[src/eag_regs.svh]
/*
 Constants for the effective address generator: length codes, pointer
 steps, the sign bit position and the page-zero high byte.
 Assumes inclusion by bare name from the design files.
*/
`ifndef EAG_REGS_SVH
`define EAG_REGS_SVH
// Contract
// RULE_01: Accumulator mode is one byte, acts on accumulator, fetches no memory.
// RULE_02: Immediate mode takes operand from second byte, no address computation.
// RULE_03: Absolute address is second byte low, third byte high.
// RULE_04: Zero page uses second byte as low address, high byte zero.
// RULE_05: Zero page indexed adds X or Y to second byte, carry dropped.
// RULE_06: Absolute indexed adds X or Y to the 16-bit instruction base.
// RULE_07: Implied mode reads no address bytes; location comes from opcode.
// RULE_08: Relative offset added to program counter already at next instruction.
// RULE_09: Branch target spans minus 128 to plus 127 from next instruction.
// RULE_10: Indexed indirect adds second byte to X, carry dropped, zero-page pointer.
// RULE_11: Indexed indirect high byte read from next page-zero location.
// RULE_12: Indirect indexed: page-zero contents plus Y give low byte.
// RULE_13: Indirect indexed: carry plus next page-zero byte give high byte.
// RULE_14: Absolute indirect pointer and next byte load program counter.
// RULE_15: Relative offset is signed and sign-extended before the addition.
`define EAG_ZP_HIGH 8'h00
`define EAG_PTR_STEP 8'h01
`define EAG_WORD_STEP 16'h0001
`define EAG_SIGN_BIT 7
`define EAG_LEN_ONE 2'h1
`define EAG_LEN_TWO 2'h2
`define EAG_LEN_THREE 2'h3
`endif

[src/eag_pkg.sv]
/*
 Types for the effective address generator.
 Assumes nothing beyond a SystemVerilog compiler.
*/
package eag_pkg;
   typedef enum logic [3:0] {
      EAG_ACC, EAG_IMM, EAG_ABS, EAG_ZP, EAG_ZPX, EAG_ZPY, EAG_ABSX,
      EAG_ABSY, EAG_IMP, EAG_REL, EAG_INDX, EAG_INDY, EAG_IND
   } eag_mode_t;
   typedef enum logic [1:0] {
      EAG_IDLE, EAG_RDLO, EAG_RDHI, EAG_DONE
   } eag_state_t;
endpackage

[src/eag_mem_if.sv]
/*
 Operand and sum channel between the address sequencer and the adder unit.
 Assumes one clock domain.
*/
`timescale 1ns/1ps
interface eag_mem_if;
   logic [15:0] base;
   logic [7:0] index;
   logic [7:0] offs;
   logic [15:0] pc;
   logic [15:0] sum16;
   logic [7:0] sumZp;
   logic [15:0] relTarget;
   modport seq (output base, index, offs, pc, input sum16, sumZp, relTarget);
   modport adder (input base, index, offs, pc, output sum16, sumZp,
      relTarget);
endinterface

[src/eag_adder.sv]
/*
 Combinational adders for indexed and relative address forms.
 Assumes the sequencer holds its operands stable.
*/
`timescale 1ns/1ps
`include "eag_regs.svh"
module eag_adder
(
   eag_mem_if.adder ch
);
   // ========================================
   // Indexed sums
   assign ch.sum16 = ch.base + {`EAG_ZP_HIGH, ch.index}; // RULE_06
   assign ch.sumZp = ch.base[7:0] + ch.index; // RULE_05
   // ========================================
   // Signed branch target
   assign ch.relTarget = ch.pc +
      {{8{ch.offs[`EAG_SIGN_BIT]}}, ch.offs}; // RULE_15
endmodule

[src/eag_top.sv]
/*
 Effective address generator: forms the operand address for each memory mode
 (zero for accumulator, immediate and implied), reading page-zero or pointer bytes as needed.
 Assumes memory answers a read with rdData one cycle after memRd.
*/
`timescale 1ns/1ps
`include "eag_regs.svh"
module eag_top
(
   input wire logic clk_sys,
   input wire logic srst,
   input wire logic start,
   input wire eag_pkg::eag_mode_t mode,
   input wire logic [7:0] byte2,
   input wire logic [7:0] byte3,
   input wire logic [7:0] regX,
   input wire logic [7:0] regY,
   input wire logic [15:0] pcNext,
   input wire logic [7:0] rdData,
   output logic memRd,
   output logic [15:0] memAddr,
   output logic done,
   output logic [15:0] effAddr,
   output logic [7:0] operand,
   output logic useAcc,
   output logic useImm,
   output logic loadPc,
   output logic [1:0] instLen
);
   eag_mem_if ch();
   eag_pkg::eag_state_t state_q;
   eag_pkg::eag_mode_t mode_q;
   logic [7:0] lo_q;
   logic [15:0] ptr_q;
   logic [7:0] b2_q;
   logic [7:0] b3_q;
   logic [7:0] y_q;
   logic [7:0] x_q;
   logic [15:0] pc_q;
   logic [8:0] loSum;

   eag_adder adder (.ch(ch));

   // ========================================
   // Operand routing to adders
   always_comb
   begin
      ch.pc = pc_q;
      ch.offs = b2_q;
      ch.base = {b3_q, b2_q};
      ch.index = x_q;
      case (mode_q)
         eag_pkg::EAG_ZPY, eag_pkg::EAG_ABSY: ch.index = y_q;
         eag_pkg::EAG_INDX: ch.index = x_q;
         default: ch.index = x_q;
      endcase
   end

   assign loSum = {1'b0, lo_q} + {1'b0, y_q}; // RULE_12

   function automatic logic needsPtr(input eag_pkg::eag_mode_t m);
      needsPtr = (m == eag_pkg::EAG_INDX) || (m == eag_pkg::EAG_INDY) ||
         (m == eag_pkg::EAG_IND);
   endfunction

   // ========================================
   // Sequencer
   always_ff @(posedge clk_sys)
   begin
      if (srst)
         state_q <= eag_pkg::EAG_IDLE;
      else
      begin
         case (state_q)
            eag_pkg::EAG_IDLE:
               if (start)
                  state_q <= needsPtr(mode) ? eag_pkg::EAG_RDLO :
                     eag_pkg::EAG_DONE;
            eag_pkg::EAG_RDLO: state_q <= eag_pkg::EAG_RDHI;
            eag_pkg::EAG_RDHI: state_q <= eag_pkg::EAG_DONE;
            eag_pkg::EAG_DONE: state_q <= eag_pkg::EAG_IDLE;
            default: state_q <= eag_pkg::EAG_IDLE;
         endcase
      end
   end

   // ========================================
   // Request capture, only while idle
   always_ff @(posedge clk_sys)
   begin
      if (srst)
      begin
         mode_q <= eag_pkg::EAG_IMP;
         b2_q <= 8'h00;
         b3_q <= 8'h00;
         x_q <= 8'h00;
         y_q <= 8'h00;
         pc_q <= 16'h0000;
      end
      else if (state_q == eag_pkg::EAG_IDLE && start)
      begin
         mode_q <= mode;
         b2_q <= byte2;
         b3_q <= byte3;
         x_q <= regX;
         y_q <= regY;
         pc_q <= pcNext; // RULE_08
      end
   end

   // ========================================
   // Pointer reads
   always_ff @(posedge clk_sys)
   begin
      if (srst)
      begin
         memRd <= 1'b0;
         memAddr <= 16'h0000;
         ptr_q <= 16'h0000;
      end
      else
      begin
         memRd <= 1'b0;
         if (state_q == eag_pkg::EAG_IDLE && start && needsPtr(mode))
         begin
            memRd <= 1'b1;
            case (mode)
               eag_pkg::EAG_INDX:
               begin
                  memAddr <= {`EAG_ZP_HIGH,
                     byte2 + regX}; // RULE_10
                  ptr_q <= {`EAG_ZP_HIGH, byte2 + regX};
               end
               eag_pkg::EAG_INDY:
               begin
                  memAddr <= {`EAG_ZP_HIGH, byte2}; // RULE_12
                  ptr_q <= {`EAG_ZP_HIGH, byte2};
               end
               default:
               begin
                  memAddr <= {byte3, byte2}; // RULE_14
                  ptr_q <= {byte3, byte2};
               end
            endcase
         end
         else if (state_q == eag_pkg::EAG_RDLO)
         begin
            memRd <= 1'b1;
            if (mode_q == eag_pkg::EAG_IND)
               memAddr <= ptr_q + `EAG_WORD_STEP; // RULE_14
            else
               memAddr <= {`EAG_ZP_HIGH,
                  ptr_q[7:0] + `EAG_PTR_STEP}; // RULE_11
         end
      end
   end

   // ========================================
   // Low byte capture
   always_ff @(posedge clk_sys)
   begin
      if (srst)
         lo_q <= 8'h00;
      else if (state_q == eag_pkg::EAG_RDHI)
         lo_q <= rdData;
   end

   // ========================================
   // Completion strobe
   always_ff @(posedge clk_sys)
   begin
      if (srst)
         done <= 1'b0;
      else
         done <= (state_q == eag_pkg::EAG_DONE);
   end

   // ========================================
   // Mode flags
   always_ff @(posedge clk_sys)
   begin
      if (srst)
      begin
         useAcc <= 1'b0;
         useImm <= 1'b0;
         loadPc <= 1'b0;
      end
      else if (state_q == eag_pkg::EAG_DONE)
      begin
         useAcc <= (mode_q == eag_pkg::EAG_ACC); // RULE_01
         useImm <= (mode_q == eag_pkg::EAG_IMM); // RULE_02
         loadPc <= (mode_q == eag_pkg::EAG_REL) ||
            (mode_q == eag_pkg::EAG_IND); // RULE_14
      end
   end

   // ========================================
   // Immediate operand
   always_ff @(posedge clk_sys)
   begin
      if (srst)
         operand <= 8'h00;
      else if (state_q == eag_pkg::EAG_DONE)
         operand <= (mode_q == eag_pkg::EAG_IMM) ? b2_q : 8'h00; // RULE_02
   end

   // ========================================
   // Instruction length
   function automatic logic [1:0] lenOf(input eag_pkg::eag_mode_t m);
      case (m)
         eag_pkg::EAG_ACC, eag_pkg::EAG_IMP: lenOf = `EAG_LEN_ONE; // RULE_07
         eag_pkg::EAG_ABS, eag_pkg::EAG_ABSX, eag_pkg::EAG_ABSY,
            eag_pkg::EAG_IND: lenOf = `EAG_LEN_THREE;
         default: lenOf = `EAG_LEN_TWO;
      endcase
   endfunction

   always_ff @(posedge clk_sys)
   begin
      if (srst)
         instLen <= `EAG_LEN_ONE;
      else if (state_q == eag_pkg::EAG_DONE)
         instLen <= lenOf(mode_q); // RULE_01
   end

   // ========================================
   // Effective address
   always_ff @(posedge clk_sys)
   begin
      if (srst)
         effAddr <= 16'h0000;
      else if (state_q == eag_pkg::EAG_DONE)
      begin
         case (mode_q)
            eag_pkg::EAG_ABS: effAddr <= {b3_q, b2_q}; // RULE_03
            eag_pkg::EAG_ZP: effAddr <= {`EAG_ZP_HIGH, b2_q}; // RULE_04
            eag_pkg::EAG_ZPX, eag_pkg::EAG_ZPY:
               effAddr <= {`EAG_ZP_HIGH, ch.sumZp}; // RULE_05
            eag_pkg::EAG_ABSX, eag_pkg::EAG_ABSY:
               effAddr <= ch.sum16; // RULE_06
            eag_pkg::EAG_REL: effAddr <= ch.relTarget; // RULE_09
            eag_pkg::EAG_INDX: effAddr <= {rdData, lo_q}; // RULE_11
            eag_pkg::EAG_INDY:
               effAddr <= {rdData + {7'h00, loSum[8]},
                  loSum[7:0]}; // RULE_13
            eag_pkg::EAG_IND: effAddr <= {rdData, lo_q}; // RULE_14
            default: effAddr <= 16'h0000; // RULE_07
         endcase
      end
   end
endmodule

[config.mk]
export PLATFORM = sky130hd
export DESIGN_NAME = eag_top
export DESIGN_NICKNAME = d
export VERILOG_FILES = /design/src/eag_pkg.sv /design/src/eag_mem_if.sv /design/src/eag_adder.sv /design/src/eag_top.sv
export VERILOG_INCLUDE_DIRS = /design/src
export SDC_FILE = /design/constraint.sdc
export NUM_CORES = 1
export LEC_CHECK = 0
export BUFFER_PORTS_ARGS = -buffer_cell sky130_fd_sc_hd__buf_2
export CORE_UTILIZATION = 45
export CTS_CLUSTER_SIZE = 25
export DETAILED_ROUTE_END_ITERATION = 8
export PLACE_DENSITY_LB_ADDON = 0.08
export SLEW_MARGIN = 10
export SYNTH_ARGS = -nofsm -noshare
export SYNTH_HDL_FRONTEND = slang
export SYNTH_SLANG_ARGS = --single-unit
[constraint.sdc]
create_clock -name clk_sys -period 3.2 [get_ports clk_sys]
set_input_delay 0.32 -clock clk_sys [delete_from_list [all_inputs] [get_ports clk_sys]]
set_output_delay 0.32 -clock clk_sys [all_outputs]
set_load 0.02 [all_outputs]
== Word-level counts from Yosys, hierarchy flattened ==
Index checks and enable logic that the tools add are counted.
Storage, ports and cells
  flip-flop bits (word level): 125
  logic and storage cells: 72
Operators by class
  eq/ne operators: 19
  multiplexer cells: 13
  reduce and logical (&&, ||, !) cells: 14
  $add $sub $neg: 8
Operators by type and width (number)
  one-hot mux 16 bit (7 select lines): 1
  two-way mux 16 bit: 3
  == test 4 bit, second input constant: 8
  one-hot mux 16 bit (2 select lines): 1
  adder 16 x 1 -> 16 bit, second input constant: 1
  adder 16 bit: 1
  adder 16 x 8 -> 16 bit: 1
  adder 8 bit: 2
  == test 4 x 3 -> 1 bit, second input constant: 4
  two-way mux 8 bit: 2
  OR reduction 2 bit: 5
  adder 8 x 8 -> 9 bit: 1
  adder 8 x 1 -> 8 bit: 1
  adder 8 x 1 -> 8 bit, second input constant: 1
  == test 4 x 2 -> 1 bit, second input constant: 2
  one-hot mux 2 bit (4 select lines): 1
  == test 2 bit, second input constant: 2
  == test 4 x 1 -> 1 bit, second input constant: 1
  logical NOT 4 bit: 1
  two-way mux 2 bit: 2
  one-hot mux 2 bit (2 select lines): 1
  OR reduction 4 bit: 1
  logical OR 1 bit: 3
  == test 2 x 1 -> 1 bit, second input constant: 1
  5 further kinds: 7

== Depth between registers and ports, before layout ==
Gate-level depths: netlist of run 1.
  depth in word-level cells: 6
  depth in mapped cells: 18
  depth with buffers taken out: 18

== By module ==
Synthesis of run 1 repeated with hierarchy kept, for this count alone.
Second synthesis, totals
  cell total of the unflattened synthesis: 949
  area, all modules: 7786.2 um2
By module, submodules not included
  eag_top: area each 6590.1 um2, instances 1, cells each 792
  eag_adder: area each 1196.1 um2, instances 1, cells each 157

== Least setup slack after synthesis of run 1 ==
No wires, ideal clock.
  path kind: register to register
  from: reg mode_q[2]
  to: reg effAddr[10]
  cell stages (with the launch flop): 15
  path slack: 0.009 ns
  data required time: 3.085 ns
  data arrival time: 3.077 ns
  clock period less this slack: 3.191 ns
  buffers on the path: 2
  cell sequence: dfxtp_1 buf_2 nor2b_1 buf_2 nand2_1 mux2_2 ha_1 fa_1 a21o_1 a221oi_2 o2bb2ai_1 nor2_1 a31oi_1 a31oi_1 o21a_1
Between the ends
  cells in the longest elaborated chain, start to end: 5
  elaborated cells on any way between the ends: 17
  classes of those cells: add/sub: 1; eq/ne: 10; mux: 2; reduce/logical: 4
Ends and longest elaborated chain
  start, declared: RTL line eag_top.sv:32  | eag_pkg::eag_mode_t mode_q;
  start signal, assigned: RTL line eag_top.sv:93  | mode_q <= eag_pkg::EAG_IMP;
  start signal, assigned: RTL line eag_top.sv:102  | mode_q <= mode;
  == test 4 x 3 -> 1 bit: RTL line eag_top.sv:52, eag_top.sv:234
  OR reduction 2 bit: RTL line eag_top.sv:52  | case (mode_q)
  two-way mux 8 bit: RTL line eag_top.sv:52
  adder 16 x 8 -> 16 bit: RTL line eag_adder.sv:13  | assign ch.sum16 = ch.base + {`EAG_ZP_HIGH, ch.index};
  one-hot mux 16 bit (7 select lines) (*): RTL line eag_top.sv:234  | case (mode_q)
  end signal, assigned: RTL line eag_top.sv:235  | eag_pkg::EAG_ABS: effAddr <= {b3_q, b2_q};
  end signal, assigned: RTL line eag_top.sv:236  | eag_pkg::EAG_ZP: effAddr <= {`EAG_ZP_HIGH, b2_q};
  end signal, assigned: RTL line eag_top.sv:238  | effAddr <= {`EAG_ZP_HIGH, ch.sumZp};
  end, declared: RTL line eag_top.sv:23  | output logic [15:0] effAddr,
Every way passes the cells marked *; elsewhere a longest branch is shown, timed or not.
A chain may end at the register's enable or synchronous reset.

== Final worst setup path of run 1 ==
  from: reg lo_q[0]
  to: reg effAddr[15]
Between the ends
  cells in the longest elaborated chain, start to end: 3
Ends and longest elaborated chain
  start, declared: RTL line eag_top.sv:33  | logic [7:0] lo_q;
  start signal, assigned: RTL line eag_top.sv:165  | lo_q <= rdData;
  adder 8 x 8 -> 9 bit: RTL line eag_top.sv:59  | assign loSum = {1'b0, lo_q} + {1'b0, y_q};
  adder 8 x 1 -> 8 bit: RTL line eag_top.sv:244  | effAddr <= {rdData + {7'h00, loSum[8]},
  one-hot mux 16 bit (7 select lines): RTL line eag_top.sv:234
  end signal, assigned: RTL line eag_top.sv:235
  end signal, assigned: RTL line eag_top.sv:236
  end signal, assigned: RTL line eag_top.sv:244
No other way between the ends.

==> results of run 1 <==
[synth_stat cells, drive strengths merged (5+ instances only)]
| cell type | instances |
|---|---|
| a211oi | 19 |
| a21o | 10 |
| a21oi | 100 |
| a222oi | 7 |
| a22oi | 24 |
| a311oi | 6 |
| a31oi | 14 |
| and2 | 7 |
| and3 | 6 |
| and4 | 5 |
| buf | 18 |
| clkbuf | 30 |
| dfxtp | 125 |
| ha | 48 |
| inv | 11 |
| mux2 | 9 |
| mux2i | 9 |
| nand2 | 171 |
| nand2b | 5 |
| nand3 | 12 |
| nand4 | 10 |
| nor2 | 98 |
| nor2b | 8 |
| nor3 | 19 |
| o211ai | 7 |
| o21a | 9 |
| o21ai | 32 |
| o21bai | 5 |
| or3 | 5 |
| xnor2 | 22 |
| xor2 | 21 |
[sequential cells by signal (all words and copies together), names as in the netlist, 8 cells and up]
register and flops:
y_q 8, operand 8, b2_q 8, ptr_q 16
lo_q 8, ch.pc 16, memAddr 16, effAddr 16
b3_q 8, x_q 8
[timing repair]
item                       in CTS  in global routing
setup buffers                   1                  1
setup endpoints to repair       5                  5
resized for setup               5                 16
pin swaps                       1                 11
[final timing paths]
check                                          start                       end  slack [ns]  cells past startpoint
worst max-delay path            lo_q[0]$_SDFFE_PP0P_  effAddr[15]$_SDFFE_PP0P_        0.07                     18
worst min-delay path                      pcNext[10]    ch.pc[10]$_SDFFE_PP0P_        0.14                      3
worst max register to register  lo_q[0]$_SDFFE_PP0P_  effAddr[15]$_SDFFE_PP0P_        0.07                     18
worst min register to register   x_q[5]$_SDFFE_PP0P_       x_q[5]$_SDFFE_PP0P_        0.45                      2
[per-stage QoR]
| step | power (mW) | setup WS (ns) | utilization [%] | setup TNS (ns) | instance area, um^2 |
|---|---|---|---|---|---|
| detailed placement | 4.00 | -0.192 | 51.3 | -0.495 | 8210 |
| global route | 6.25 | -0.0813 | 55.4 | -0.104 | 8860 |
| global placement | 3.99 | -0.0892 | 51.3 | -0.124 | 8210 |
| finish | 5.88 | 0.0667 | 55.4 | 0 | 8860 |
| floorplan | 3.41 | 0.00881 | - | 0 | 7410 |
| CTS | 5.91 | 0.0156 | 55.0 | 0 | 8800 |
[cells by family (layout without fill, tap and decap cells)]
family,count (synthesis),in the layout
fa+ha+maj,52,52
flops,125,125
simple gates,362,362
mux,18,18
compound gates,266,266
xor+xnor,43,43
buf+inv,59,182
[layout make-up]
type | count | area share (%)
clock inverters | 9 | 0.946
inverters | 11 | 0.466
flip-flops and latches | 125 | 28.3
multi-input cells | 741 | 52.9
clock buffers | 23 | 5.62
repair buffers | 139 | 8.73
well taps | 216 | 3.05
[worst min-delay path: stages]
cell and delay (ns):
buf_2 0.09, nand2_1 0.04, a21oi_1 0.05
[metal layers]
metal / up-vias / track usage (%) / part of all wire, %
met1: 3277 / 36.3 / 49
li1: 3552 / - / -
met5: - / 0 / 0
met2: 201 / 39.9 / 44
met3: 24 / 5.08 / 5.3
met4: 0 / 8.34 / 1.7
[where the power goes]
group	switching (mW)	internal (mW)
registers	0.218	1.82
clock network	0.726	1.17
logic	1.21	0.747
total	2.15	3.73
==> impl_summary.log, run 1 <==
[metrics] outcome: finished clean
[metrics] sort of element at the end of the critical path: flop
[metrics] cts hold-fix bufs: 0
[metrics] multiplexer share of the synthesized area: 2.58%
[metrics] number of synthesized flops with an enable pin: 0
[metrics] vias in the first global route: 6331
[metrics] Crit path arrival time: 3.43 ns
[metrics] Max Cap Violations: 0
[metrics] area growth from synthesis to final layout: 19.6%
[metrics] biggest area consumer among synthesized cells: dfxtp_1
[metrics] clock latency of the later-clocked register in the worst-skew pair: 0.42 ns
[metrics] Final Wtd Congestion: 0.878
[metrics] clock transition at the registers of the reported paths: 0.06 ns
[metrics] dpl hpwl: 15800 um
[metrics] maximum resistive drop on vdd: 0.000454 V
[metrics] Distinct cells, synth: 74
[metrics] clock tree sinks: 125
[metrics] Leak Pwr: 3.68 nW
[metrics] final std cells w/o fill: between 1000 and 1500
[metrics] row count: 46
[metrics] TritonCTS clock tree: built
[metrics] worst-path cell chain: ha_4 -> inv_2 -> fa_2 -> nor2b_2 -> o21ai_2 -> a21boi_2 -> o21a_1 -> o21a_1 -> o21ai_2 -> nand2b_1 -> ha_2 -> and3_4 -> and3_4 -> a31oi_1 -> o21ai_1 -> o311ai_1 -> a221o_1 -> o31a_1
[metrics] worst hold slack: 0.138 ns
[metrics] dominant combinational cell family by area after synthesis: compound AO/OA/AOI/OAI gates
[metrics] power density over the cells: about 660 nW/um^2
[metrics] simple-gate share of the synthesized area: 21.8%
[metrics] maximum number of pins on one net before global-route repair: 81
[metrics] portion of synthesized cell area occupied by the leading cell type: 33.8%
[metrics] nets in the synthesized netlist: 1040
[metrics] worst clock skew: 0.00877 ns
[metrics] most common cell after layout, fill and taps aside: nand2_1
[metrics] area occupied by multi-input gates: 4690 um^2
[metrics] tightest slew margin relative to the limit: 43.0%
[metrics] number of antenna violations at the first check in global routing: 0
[metrics] unrepaired setup endpoints after global routing: true
[metrics] total wirelength of the detailed-routed design: 21600 um
[metrics] largest fanout on the critical path: 2
[metrics] average routed wire per standard cell: between 15 and 20 um
[metrics] count of pins on the block boundary: 110
[metrics] cell at the slowest stage of the critical path: dfxtp_2
[metrics] critical path data required time: 3.50 ns
[metrics] Core Footprint: 16000 um^2
[metrics] final slew viol count: 0
[metrics] sum of buffers and inverters on the critical path: 1
[metrics] gr ovfl total: 0
[metrics] Area contributors post-synth: dfxtp_1 34%, nand2_1 8.6%, ha_1 8.1%, a21oi_1 6.6%, nor2_1 5.0%
[metrics] post-synthesis share of cell area spent on full adders, half adders and majority gates: 9.19%
[metrics] start-to-end type of the worst setup path: reg -> reg
[metrics] startpoint kind of the worst setup timing path: flop
[metrics] register area: 2500 um^2
[metrics] worst min-delay path class: in -> reg
[metrics] kind of cell adding the most delay to the critical path: compound AO/OA/AOI/OAI gates
[metrics] max frequency: 319 MHz
[metrics] share of synthesized area occupied by flip-flops and latches: 33.8%
[metrics] number of buffers added by the clock tree synthesis step: 17
[metrics] XOR/XNOR Fraction of Synth Area: just over 5%
[metrics] detailed-route via count: between 7000 and 8000
[metrics] DIE HEIGHT: 130 um
[metrics] initial drt markers: 520
[metrics] via count normalized by instance count: around 5.6
[metrics] pin slew with the least headroom to its limit: 0.855 ns
[metrics] final hold violation count: 0
[metrics] cell total after placement: 1230
[metrics] Top FF cell, synth: dfxtp_1
[metrics] share of the synthesized area in compound gates (AO/OA/AOI/OAI): 23.9%
[metrics] number of standard cells after synthesis: 925
[metrics] Ant. Diodes: 0
[metrics] number of flip-flops and latches in the synthesized netlist: 125
[metrics] fin crit share: 97.9%
[metrics] count of buffers from port buffering: 109
[metrics] wire length of the first global-routing pass: 33600 um
[metrics] Finish-stage setup viols: 0
[metrics] ys async rst share: 0%
[metrics] Fillers: around 1600
[metrics] clock root buffer master: clkbuf_16
[metrics] width of the chip: 130 um
[metrics] buffer levels on the longest clock path: 2
[metrics] Cell Area, Synth: between 7000 and 8000 um^2
[metrics] Total Nets Final: roughly 1200
[metrics] number of design rule violations left after detail routing: 0
[metrics] Slowest Stage Delay on Critical Path: roughly 0.35 ns
[metrics] proportion of layout cells with a drive suffix above 1: slightly above 20%
[metrics] total of warnings raised by yosys: 0
[metrics] starting density of the core: 46.3%
[metrics] residual antenna-violating net count after detailed routing: 0
[metrics] final critical-path required period: 3.13 ns
[metrics] Avg Cell Area, Syn: 8.01 um^2
[metrics] router iterations before antenna repair: 5
[metrics] commonest non-fill, non-tap cells in the layout: 170 x nand2_1, 123 x dfxtp_1, 108 x buf_2, 98 x a21oi_1, 98 x nor2_1
[metrics] deepest level of the CTS H-tree: 4
[metrics] floorplan die area: about 17000 um^2
[metrics] Total Routing Usage GR: 25.9%
Note: power is estimated with default switching activity, not from simulation.
==> inputs of run 2 (changes only) <==
--- a/config.mk
+++ b/config.mk
@@ -11,6 +11,7 @@
 export CTS_CLUSTER_SIZE = 25
 export DETAILED_ROUTE_END_ITERATION = 8
 export PLACE_DENSITY_LB_ADDON = 0.08
+export REMOVE_ABC_BUFFERS = 1
 export SLEW_MARGIN = 10
 export SYNTH_ARGS = -nofsm -noshare
 export SYNTH_HDL_FRONTEND = slang
==> run 2 against run 1 <==
Utilization hardly changed. Largest cell class unchanged. Critical path depth stayed put. Largest power group unchanged. Combinational power hardly changed. Flip-flop and latch count stayed put. Power is 0.55% higher. Clock-buffer cell count is 5 lower. Setup slack better by 0.047 ns. Via count is 1.8% lower. Clock skew is 0.0038 ns lower.
==> impl_summary.log, run 2 (same netlist as run 1, synthesis figures left out) <==
[metrics] residual antenna-violating net count after detailed routing: 0
[metrics] Ant. Diodes: 0
[metrics] cts hold-fix bufs: 0
[metrics] wire length of the first global-routing pass: 33100 um
[metrics] via count normalized by instance count: ~5.5
[metrics] clock transition at the registers of the reported paths: ~0.06 ns
[metrics] Core Footprint: 16000 um^2
[metrics] router iterations before antenna repair: 8
[metrics] power density over the cells: 668 nW/um^2
[metrics] startpoint kind of the worst setup timing path: flop
[metrics] Total Nets Final: 1145
[metrics] setup slack on the worst flop-to-flop path: about 0.11 ns
[metrics] vias in the first global route: 6422
[metrics] clock latency of the later-clocked register in the worst-skew pair: 0.43 ns
[metrics] DIE HEIGHT: 130 um
[metrics] number of buffers added by the clock tree synthesis step: 17
[metrics] Crit path arrival time: roughly 3.4 ns
[metrics] maximum resistive drop on vdd: 0.000417 V
[metrics] clock tree sinks: 125
[metrics] final worst setup slack: 0.114 ns
[metrics] initial drt markers: 530
[metrics] number of antenna violations at the first check in global routing: 0
[metrics] deepest level of the CTS H-tree: 4
[metrics] count of buffers from port buffering: 109
[metrics] count of pins on the block boundary: between 100 and 150
[metrics] fin crit share: 96.4%
[metrics] Setup TNS: 0 ns
[metrics] kind of cell adding the most delay to the critical path: compound AO/OA/AOI/OAI gates
[metrics] area growth from synthesis to final layout: 19.5%
[metrics] sum of buffers and inverters on the critical path: 1
[metrics] critical path data required time: roughly 3.5 ns
[metrics] Post-Place Cell Area: 8180 um^2
[metrics] clock root buffer master: clkbuf_16
[metrics] Max Cap Violations: 0
[metrics] start-to-end type of the worst setup path: reg -> reg
[metrics] outcome: finished clean
[metrics] cell area after layout: 8850 um^2
[metrics] final slew viol count: 0
[metrics] worst min-delay path class: in -> reg
[metrics] Leak Pwr: 3.68 nW
[metrics] width of the chip: roughly 130 um
[metrics] maximum number of pins on one net before global-route repair: 53
[metrics] row count: 46
[metrics] sort of element at the end of the critical path: flop
[metrics] average routed wire per standard cell: approximately 17 um
[metrics] TritonCTS clock tree: built
[metrics] starting density of the core: 46.3%
[metrics] buffer levels on the longest clock path: 2
[metrics] Post-CTS Setup Inserts: 0
[metrics] final critical-path required period: 3.09 ns
[metrics] worst-path cell chain: ha_4 -> inv_2 -> fa_2 -> nor2b_2 -> o21ai_2 -> a21boi_2 -> o21a_1 -> o21a_1 -> o21ai_1 -> nand2b_1 -> ha_2 -> and3_4 -> and3_4 -> a31oi_1 -> o21ai_1 -> o311ai_1 -> a221o_1 -> o31a_1
[metrics] dpl hpwl: 15300 um
[metrics] pin slew with the least headroom to its limit: 0.725 ns
[metrics] tightest slew margin relative to the limit: 51.5%
[metrics] max frequency: approximately 320 MHz
[metrics] Slowest Stage Delay on Critical Path: ~0.35 ns
[metrics] floorplan die area: 17000 um^2
[metrics] Finish-stage setup viols: 0
[metrics] number of design rule violations left after detail routing: 0
[metrics] final hold violation count: 0
[metrics] detailed-route via count: 6930
[metrics] cell at the slowest stage of the critical path: dfxtp_2
[metrics] commonest non-fill, non-tap cells in the layout: 169 x nand2_1, 123 x dfxtp_1, 108 x buf_2, 98 x a21oi_1, 98 x nor2_1
[metrics] total wirelength of the detailed-routed design: 20900 um
[metrics] Final Wtd Congestion: 0.925
[metrics] Setup WS pre-CTS: -0.0603 ns
[metrics] proportion of layout cells with a drive suffix above 1: 20.4%
[metrics] gr ovfl total: 0
[metrics] largest fanout on the critical path: 3
[metrics] worst clock skew: 0.00497 ns
[metrics] Total Routing Usage GR: around a quarter
[metrics] most common cell after layout, fill and taps aside: nand2_1
[metrics] unrepaired setup endpoints after global routing: true
## run 2: worst paths after layout
kind / end / cells after the start / start
max: effAddr[15]$_SDFFE_PP0P_ / 18 / lo_q[0]$_SDFFE_PP0P_
min: y_q[0]$_SDFFE_PP0P_ / 3 / regY[0]
max reg2reg: effAddr[15]$_SDFFE_PP0P_ / 18 / lo_q[0]$_SDFFE_PP0P_
min reg2reg: x_q[7]$_SDFFE_PP0P_ / 2 / x_q[7]$_SDFFE_PP0P_
## run 2: report_power, final
part / total, mW / leakage [nW] / internal (mW) / switching, mW
sequential: 2.03 / 1.02 / 1.81 / 0.213
clock: 1.96 / 0.292 / 1.18 / 0.781
combinational: 1.93 / 2.37 / 0.741 / 1.19
## run 2: stage by stage
| step | hold WS (ns) | util, % | std cells | total power, mW |
|---|---|---|---|---|
| 2_1_floorplan | 0.386 | - | 877 | 3.33 |
| 4_1_cts | 0.116 | 54.9 | 1259 | 5.94 |
| 5_1_grt | 0.122 | 55.3 | 1259 | 6.30 |
| 3_5_place_dp | 0.447 | 51.1 | 1227 | 3.96 |
| 6_report | 0.119 | 55.3 | 1259 | 5.91 |
| 3_3_place_gp | 0.447 | 51.1 | 1227 | 3.95 |
## run 2: tightest hold or removal path, stage by stage
cell     delay, ns
buf_2         0.10
nand2_1       0.05
a21oi_1       0.05
## run 2: timing repair
action | in CTS | in global routing
hold endpoints to repair | 0 | 0
pin swaps | 1 | 2
setup endpoints to repair | 2 | 9
gates resized for setup | 3 | 19
## run 2: area by class of cell
cell class	count	area, um^2
Sequential cell	125	2500
Multi-Input combinational cell	741	4710
Tap cell	216	270
Clock inverter	14	156
Inverter	11	41.3
Clock buffer	18	439
Timing Repair Buffer	134	736
Fill cell	1593	7150
## run 2: layer usage
layer | up-vias | part of all wire (%) | GRT usage, %
li1 | 3542 | - | -
met5 | - | 0 | 0
met1 | 3224 | 48 | 34.6
met3 | 24 | 4.5 | 5.25
met4 | 0 | 1.3 | 7.52
met2 | 140 | 46 | 40.8
